File: config.mk
export PLATFORM = sky130hd
export DESIGN_NAME = system_guard_timer
export DESIGN_NICKNAME = d
export VERILOG_FILES = /design/src/pkg/guard_pkg.sv /design/src/hdl/system_guard_timer.sv
export SDC_FILE = /design/constraint.sdc
export NUM_CORES = 1
export LEC_CHECK = 0
export ABC_AREA = 1
export BUFFER_PORTS_ARGS = -buffer_cell sky130_fd_sc_hd__buf_2
export CORE_ASPECT_RATIO = 0.7
export CORE_MARGIN = 5
export CORE_UTILIZATION = 40
export CTS_CLUSTER_SIZE = 30
export DETAILED_ROUTE_END_ITERATION = 8
export GPL_TIMING_DRIVEN = 0
export SLEW_MARGIN = 0
export SYNTH_ARGS = -nofsm -noshare
export SYNTH_HDL_FRONTEND = slang
export SYNTH_SLANG_ARGS = --single-unit
File: constraint.sdc
create_clock -name CLK -period 5 [get_ports CLK]
set_input_delay 0.75 -clock CLK [delete_from_list [all_inputs] [get_ports CLK]]
set_output_delay 0.75 -clock CLK [all_outputs]
set_load 0.1 [all_outputs]
File: src/pkg/guard_pkg.sv
// Purpose: shared constants and types for the system guard timer
// Assumes: 200 MHz clock, APB with 32-bit data
// Notes: control code sits in bits 2:0 and the feed key in the low byte of each word
package guard_pkg;
  localparam logic [31:0] CTRL_ADDR = 32'h2380_0000;
  localparam logic [31:0] FEED_ADDR = 32'h23c0_0000;
  localparam logic [7:0] FEED_KEY = 8'h05;
  localparam logic [2:0] CODE_RESET = 3'h0;
  localparam logic [2:0] CODE_OFF = 3'h0;
  localparam logic [2:0] CODE_RSVD = 3'h4;
  localparam int CLK_MHZ = 200;
  localparam int WINDOW_US = 30;
  // longest time rounds down
  localparam int WINDOW_CYC = WINDOW_US * CLK_MHZ;
  localparam int MS250_CYC = 250 * 1000 * CLK_MHZ;
  localparam int RST_PULSE_CYC = 16;
  localparam int CODE_LSB = 0;
  localparam int CODE_W = 3;

  typedef struct packed {
    logic [2:0] code;
    logic [35:0] count;
    logic [12:0] win_cnt;
    logic win_open;
    logic [4:0] rst_cnt;
    logic sys_rst;
    logic pready;
    logic pslverr;
    logic [31:0] prdata;
  } guard_state_t;
endpackage

File: src/hdl/system_guard_timer.sv
// Purpose: system guard timer with control and feed registers on APB
// Assumes: APB master as usual, one clock, async active-low reset
// Notes: timeout resets the system through SYS_RESET pulse
`timescale 1ns/1ps
module system_guard_timer
  import guard_pkg::*;
#(
  parameter longint UNIT_CYC = MS250_CYC
) (
  input wire logic CLK,
  input wire logic RSTN,
  input wire logic CE,
  input wire logic PSEL,
  input wire logic PENABLE,
  input wire logic PWRITE,
  input wire logic [31:0] PADDR,
  input wire logic [31:0] PWDATA,
  output logic [31:0] PRDATA,
  output logic PREADY,
  output logic PSLVERR,
  output logic SYS_RESET,
  output logic [2:0] TIMEOUT_CODE
);

  guard_state_t cur, next_cur;
  logic access;
  logic hit_ctrl;
  logic hit_feed;
  logic feed;
  logic [35:0] period;

  ////////////////////////////////////////////////////////////////
  // period lookup in multiples of 250 ms
  always_comb begin
    case (cur.code)
      3'h1: period = 36'(UNIT_CYC);
      3'h2: period = 36'(UNIT_CYC * 2);
      3'h3: period = 36'(UNIT_CYC * 4);
      3'h5: period = 36'(UNIT_CYC * 8);
      3'h6: period = 36'(UNIT_CYC * 16);
      3'h7: period = 36'(UNIT_CYC * 32);
      default: period = '0;
    endcase
  end

  assign access = PSEL && PENABLE && !cur.pready;
  assign hit_ctrl = PADDR == CTRL_ADDR;
  assign hit_feed = PADDR == FEED_ADDR;
  assign feed = access && PWRITE && hit_feed && PWDATA[7:0] == FEED_KEY;

  ////////////////////////////////////////////////////////////////
  always_comb begin
    next_cur = cur;
    next_cur.pready = access;
    next_cur.pslverr = access && !(hit_ctrl || (hit_feed && PWRITE));
    next_cur.prdata = '0;
    if (access && !PWRITE && hit_ctrl) begin
      next_cur.prdata = {29'h0000_000, cur.code};
    end
    // window closes after its count runs out
    if (cur.win_open) begin
      if (cur.win_cnt == 13'(WINDOW_CYC - 1)) begin
        next_cur.win_open = 1'b0;
      end else begin
        next_cur.win_cnt = cur.win_cnt + 13'h0001;
      end
    end
    if (access && PWRITE && hit_ctrl && cur.win_open) begin
      next_cur.code = PWDATA[CODE_LSB +: CODE_W];
      next_cur.win_open = 1'b0;
      next_cur.count = '0;
    end
    if (cur.code != CODE_OFF && cur.code != CODE_RSVD) begin
      if (cur.count >= period - 36'h1) begin
        next_cur.count = '0;
        next_cur.sys_rst = 1'b1;
        next_cur.rst_cnt = 5'(RST_PULSE_CYC);
      end else begin
        next_cur.count = cur.count + 36'h1;
      end
    end else begin
      next_cur.count = '0;
    end
    if (feed) begin
      next_cur.count = '0;
      next_cur.win_open = 1'b1;
      next_cur.win_cnt = '0;
    end
    if (cur.sys_rst) begin
      // the system reset also returns the timer to its reset state
      next_cur.code = CODE_RESET;
      next_cur.count = '0;
      next_cur.win_open = 1'b0;
      next_cur.win_cnt = '0;
      if (cur.rst_cnt == 5'h01) begin
        next_cur.sys_rst = 1'b0;
      end
      next_cur.rst_cnt = cur.rst_cnt - 5'h01;
    end
  end

  always_ff @(posedge CLK or negedge RSTN) begin
    if (!RSTN) begin
      cur <= '0;
    end else if (CE) begin
      cur <= next_cur;
    end
  end

  assign PRDATA = cur.prdata;
  assign PREADY = cur.pready;
  assign PSLVERR = cur.pslverr;
  assign SYS_RESET = cur.sys_rst;
  assign TIMEOUT_CODE = cur.code;

  ////////////////////////////////////////////////////////////////
  AST_LATE_CTRL_IGNORED: assert property (@(posedge CLK) disable iff (!RSTN)
    (CE && access && PWRITE && hit_ctrl && !cur.win_open && !cur.sys_rst)
      |=> $stable(cur.code))
    else $error("control write outside window changed code");
  AST_CTRL_IN_WINDOW: assert property (@(posedge CLK) disable iff (!RSTN)
    (CE && access && PWRITE && hit_ctrl && cur.win_open && !cur.sys_rst)
      |=> cur.code == $past(PWDATA[2:0]))
    else $error("control write in window not taken");
  AST_FEED_CLEARS: assert property (@(posedge CLK) disable iff (!RSTN)
    (CE && feed && !cur.sys_rst) |=> (cur.count == 36'h0 && cur.win_open))
    else $error("feed did not clear counter");
  AST_OFF_NO_COUNT: assert property (@(posedge CLK) disable iff (!RSTN)
    (CE && cur.code == CODE_OFF) |=> cur.count == 36'h0)
    else $error("counter ran while disabled");
  AST_TIMEOUT_RESET: assert property (@(posedge CLK) disable iff (!RSTN)
    (CE && cur.code == 3'h1 && cur.count == 36'(UNIT_CYC - 1) && !feed && !cur.sys_rst)
      |=> SYS_RESET)
    else $error("timeout did not reset system");
  AST_COUNT_STEP: assert property (@(posedge CLK) disable iff (!RSTN)
    (CE && cur.code == 3'h3 && !feed && !cur.sys_rst && cur.count < 36'h10 && !access)
      |=> cur.count == $past(cur.count) + 36'h1)
    else $error("counter did not advance");
  AST_RESET_CLEARS: assert property (@(posedge CLK) disable iff (!RSTN)
    (CE && cur.sys_rst && cur.rst_cnt == 5'h01) |=> (!SYS_RESET && TIMEOUT_CODE == 3'h0))
    else $error("system reset did not return code to off");
  AST_APB_ONE_WAIT: assert property (@(posedge CLK) disable iff (!RSTN)
    (CE && PSEL && PENABLE && !PREADY) |=> PREADY)
    else $error("apb answer late");
endmodule // system_guard_timer

# Word-level counts from Yosys, hierarchy flattened
# Cells that the tools add are included.
[word_totals]
ff_bits = 93
inputBits = 70
output_inout_bits = 38
word_cells = 65
[op_classes]
eq_ne = 13
addsub = 4
mux = 14
reduce_logical = 24
order_cmp = 1
[op_table]
columns = ["operator", "count"]
rows = [
  ["$pmux W31 S6", 1],
  ["$mux W36", 2],
  ["$eq A32 B30 Y1 const B", 2],
  ["$mux W59", 1],
  ["$mux W50", 1],
  ["$mux W39", 1],
  ["$add A36 B1 Y36 const B", 1],
  ["$ge A36 B36 Y1", 1],
  ["$sub A36 B1 Y36 const B", 1],
  ["$mux W14", 1],
  ["$add A13 B1 Y13 const B", 1],
  ["$eq A13 B13 Y1 const B", 1],
  ["$mux W13", 1],
  ["$logic_and A1 B1 Y1", 12],
  ["$mux W6", 2],
  ["$eq A3 B3 Y1 const B", 3],
  ["$eq A8 B3 Y1 const B", 1],
  ["$eq A3 B2 Y1 const B", 2],
  ["$ne A3 B3 Y1 const B", 2],
  ["$reduce_and A3 Y1", 2],
  ["$reduce_bool A2 Y1", 3],
  ["$reduce_bool A3 Y1", 2],
  ["$eq A5 B1 Y1 const B", 1],
  ["$sub A5 B1 Y5 const B", 1],
  ["6 further kinds", 10],
]

# Longest topological paths before layout
[logic_depth]
depth_word = 8
depth_mapped = 27
depth_no_buf = 27

# Worst setup path before layout
# Ideal clock, no wire load.
[synth_timing]
path_kind = "register -> register"
startpoint = "reg cur, in the netlist TIMEOUT_CODE[0]"
endpoint = "reg cur[64] in the netlist's numbering"
synth_period_minus_slack_ns = 3.080
arrival_time_ns = 3.004
setup_ns = 0.076
n_path_buf = 1
slack_ns = 1.920
stages_incl_launch_ff = 27
cell_sequence = "dfrtp_1 -> inv_2 -> nor2_2 -> inv_1 -> nor2_1 -> inv_1 -> ha_1 -> inv_1 -> nor2_4 -> inv_1 -> nor2_1 -> inv_1 -> nand2_1 -> inv_1 -> ha_1 -> nand2_1 -> nand2_1 -> nand2_1 -> nand2_1 -> a21oi_1 -> nand2_1 -> nor2_2 -> nand2_4 -> nor2_8 -> buf_12 -> nand3_2 -> o21ai_2"
[synth_between]
elab_chain_cells = 8
word_cells_on_any_way = 16
classes_between = "1 x add/sub; 1 x order compare; 7 x eq/ne; 5 x mux; 2 x reduce/logical"
[synth_rtl]
columns = ["item", "line_no", "source"]
rows = [
  ["from (decl)", "system_guard_timer.sv:25", "guard_state_t cur, next_cur;"],
  ["from (signal assigned)", "system_guard_timer.sv:106", "cur <= next_cur;"],
  ["$eq A3 B3 Y1, or another cell as far along", "system_guard_timer.sv:35", "case (cur.code)"],
  ["$pmux W31 S6", "system_guard_timer.sv:35", ""],
  ["$sub A36 B1 Y36", "system_guard_timer.sv:74", "if (cur.count >= period - 36'h1) begin"],
  ["$ge A36 B36 Y1", "system_guard_timer.sv:74", ""],
  ["$mux W36", "system_guard_timer.sv:74", ""],
  ["$mux W36 *", "system_guard_timer.sv:73", "if (cur.code != CODE_OFF && cur.code != CODE_RSVD) begin"],
  ["$mux W50 *", "system_guard_timer.sv:84", "if (feed) begin"],
  ["$mux W59 *", "system_guard_timer.sv:89", "if (cur.sys_rst) begin"],
]
# Mark *: on every way between the ends. The rest lies on a longest branch, timed or not.
# A chain may end at the register's enable or synchronous reset.

# Final worst setup path
[layout_timing]
startpoint = "reg cur, in the netlist TIMEOUT_CODE[0]"
endpoint = "reg cur[67] in the netlist's numbering"
# Same word-level chain as after synthesis.

==> metrics <==
routed vias roughly 5.4k; reg-to-reg endpoint cur[67]; Synth Register Bits 64; CTS tree done; pin count of the biggest net entering global routing 65; die area ~16000 um2; Fin. Hold Viols 0; post-synthesis async set-or-reset flop share 1.00; Distinct cells, synth between 40 and 50; Die W around 150 um; fin crit share 0.816; Leak about 3.3 nW; r2r startpoint TIMEOUT_CODE[0]; Top-Level Pins about 110; RSZ-0062 raised after global routing no; R2R depth 26; CP Launch Point TIMEOUT_CODE[0]; hold buffer count at CTS 0; Worst Setup EP cur[67]; Antenna diodes 0; row count 36; Crit path largest cell delay 0.48 ns; Buf+Inv Stages, Crit Path 8; setup_tns 0 ns; CP Capture Type register; status complete, no violations; yosys warns 0; via/cell ratio slightly below 5; 1st-iter DRT viols 580; GP Congestion about 0.94; commonest non-fill, non-tap cell in the layout nand2_1; GRT Resource Usage Total 0.198; postcts setup bufs 0; Max Root-Sink Buffers 2; slew at the pin closest to its max-slew limit around 0.9 ns; Final Setup Violations 0; initial cell density of the core 0.405; WL per Instance 14.5 um; clock-pin slew on the worst setup and hold paths approximately 0.060 ns; critical path arrival between 4 and 5 ns; Slew Viols, Final 0; first-pass iteration count of the detailed router 5; Core Box Area 13800 um2; initial antenna violation count 0; crit path max fanout 10; reg2reg setup slack just over 0.9 ns; CP required about 5.3 ns; Worst Skew around 0.007 ns; DRC 0; Detail Placement HPWL 12600 um; delay-heaviest family, CP simple AND/OR/NAND/NOR gates; TritonCTS Buffers 9; crit path kind register to register; Placed Area slightly above 6000 um2; Final Critical Period between 4 and 5 ns; cell count after synthesis ~800; vias in the first global route approximately 4.9k; Clock H-tree levels 3; Post-synth EDFFs 0; HP Class register to register; leading cell types in the layout, fill and taps excluded 214 x nand2_1, 101 x nor2_1, 92 x inv_1; share of cells above drive strength 1 0.178; max-cap viol count 0; fill count between 1k and 1.5k; grt ovf 0; Routed Antenna Nets 0; first-pass GRT wire length between 20000 and 30000 um; Die Span Y ~110 um; WP depth 26; Area Growth Syn to Fin 16.4%; Layout Nets ~1.0k; Slowest-stage cell, CP dfrtp_1; Avg Cell Area, Syn 6.88 um2; Relative slew margins 0.417; Skew-Pair Late Insertion Delay between 0.3 and 0.4 ns; TritonCTS Sinks 64; PwrDens 244 nW/um2; input/output buffers 53; post-CTS sizing 0; Root Driver clkbuf_16; final wirelength about 16000 um; Startpoint Class register; post-route cell area 6500 um2; maximum vdd drop roughly 0.17 mV; dominant synthesized flop cell dfrtp_1; Max Clk Rate between 0.2 and 0.25 GHz; synthesized cell area roughly 5600 um2; Seq/Total Area, Yosys 0.287
[how the worst min path moves through the flow]
stage                          from   endpoint  cells after the start
after CTS                 PRDATA[1]  PRDATA[1]                      2
after global routing        PSLVERR    PSLVERR                      2
final                     PRDATA[1]  PRDATA[1]                      2
after floorplan                RSTN  PRDATA[0]                      0
after detailed placement  PRDATA[1]  PRDATA[1]                      2
after global placement    PRDATA[1]  PRDATA[1]                      2
[power breakdown]
part / switching (mW) / total [mW] / internal [mW]
sequential: 0.0257 / 0.568 / 0.542
combinational: 0.269 / 0.361 / 0.0912
clock: 0.248 / 0.659 / 0.411
[final cells by class]
cell class | count | area (um2) | area share
inverters | 98 | 368 | 0.0566
well taps | 190 | 238 | 0.0366
flip-flops and latches | 64 | 1600 | 0.246
repair buffers | 53 | 268 | 0.0412
clock buffers | 11 | 253 | 0.0389
plain buffers | 48 | 345 | 0.0531
multi-input cells | 630 | 3370 | 0.519
clock inverters | 5 | 55.1 | 0.00847
[through the flow]
step | power, mW | utilization | cells | setup slack [ns] | hold WS, ns
6_report | 1.59 | 0.472 | 1099 | 0.918 | 0.494
5_1_grt | 1.65 | 0.472 | 1099 | 0.634 | 0.539
4_1_cts | 1.60 | 0.472 | 1099 | 1.03 | 0.494
3_5_place_dp | 0.935 | 0.449 | 1083 | 1.05 | 0.480
3_3_place_gp | 0.935 | 0.449 | 1083 | 1.01 | 0.478
2_1_floorplan | 0.855 | - | 840 | 1.92 | 0.453
[Yosys cell counts, types with 5 or more instances]
library cell	n	area (um2)
o21ai_0	17	85.1
nor2_4	5	56.3
nor2_2	9	56.3
inv_1	92	345
a21oi_1	18	90.1
nand3_2	11	110
nor3b_1	6	45.0
dfrtp_1	64	1600
buf_4	39	293
nand2_1	214	803
nand2_2	6	37.5
nor2_1	101	379
o22ai_1	13	81.3
nor3_1	24	120
xor2_1	26	228
inv_2	5	18.8
o21ai_2	5	43.8
o21ai_1	20	100
ha_1	35	438
nand3_1	47	235
clkbuf_1	5	18.8
nand4_1	19	119
[worst reg2reg max path: stages (launching register included)]
cell	delay, ns
dfrtp_1	0.48
inv_2	0.17
nor2_2	0.07
inv_1	0.06
nor2_1	0.06
inv_1	0.16
ha_1	0.31
inv_1	0.14
nor2_4	0.28
inv_1	0.18
nor2_1	0.24
inv_1	0.12
nand2_1	0.07
inv_1	0.04
ha_1	0.28
nand2_1	0.07
nand2_1	0.05
nand2_1	0.05
nand2_1	0.05
a21oi_1	0.27
nand2_1	0.11
nor2_2	0.14
nand2_4	0.11
nor2_8	0.17
buf_12	0.18
nand3_2	0.08
o21ai_2	0.07
[routing by layer]
layer  vias to the layer above  share of wire  track usage
met3                        18          0.095       0.0503
met4                         0         0.0077       0.0278
li1                       2750              -            -
met5                         -              0            0
met1                      2401           0.53        0.332
met2                       202           0.37        0.249
[state kept, by name, summed over array words and instances (netlist names)]
register	flops
TIMEOUT_CODE	3
cur	55
PSLVERR	1
PRDATA	3
PREADY	1
SYS_RESET	1
[kinds of logic (layout without fill, tap and decap cells)]
logic type / Yosys count / after routing / synth area share
other: 1 / 29 / 0.000672
adder cells (fa/ha/maj): 35 / 35 / 0.0784
flip-flops: 64 / 64 / 0.287
AO/OA/AOI/OAI: 80 / 80 / 0.0813
buffers and inverters: 146 / 215 / 0.128
XOR/XNOR: 28 / 28 / 0.0439
AND/OR/NAND/NOR: 458 / 458 / 0.381
Power figures use the tool's default switching activity.
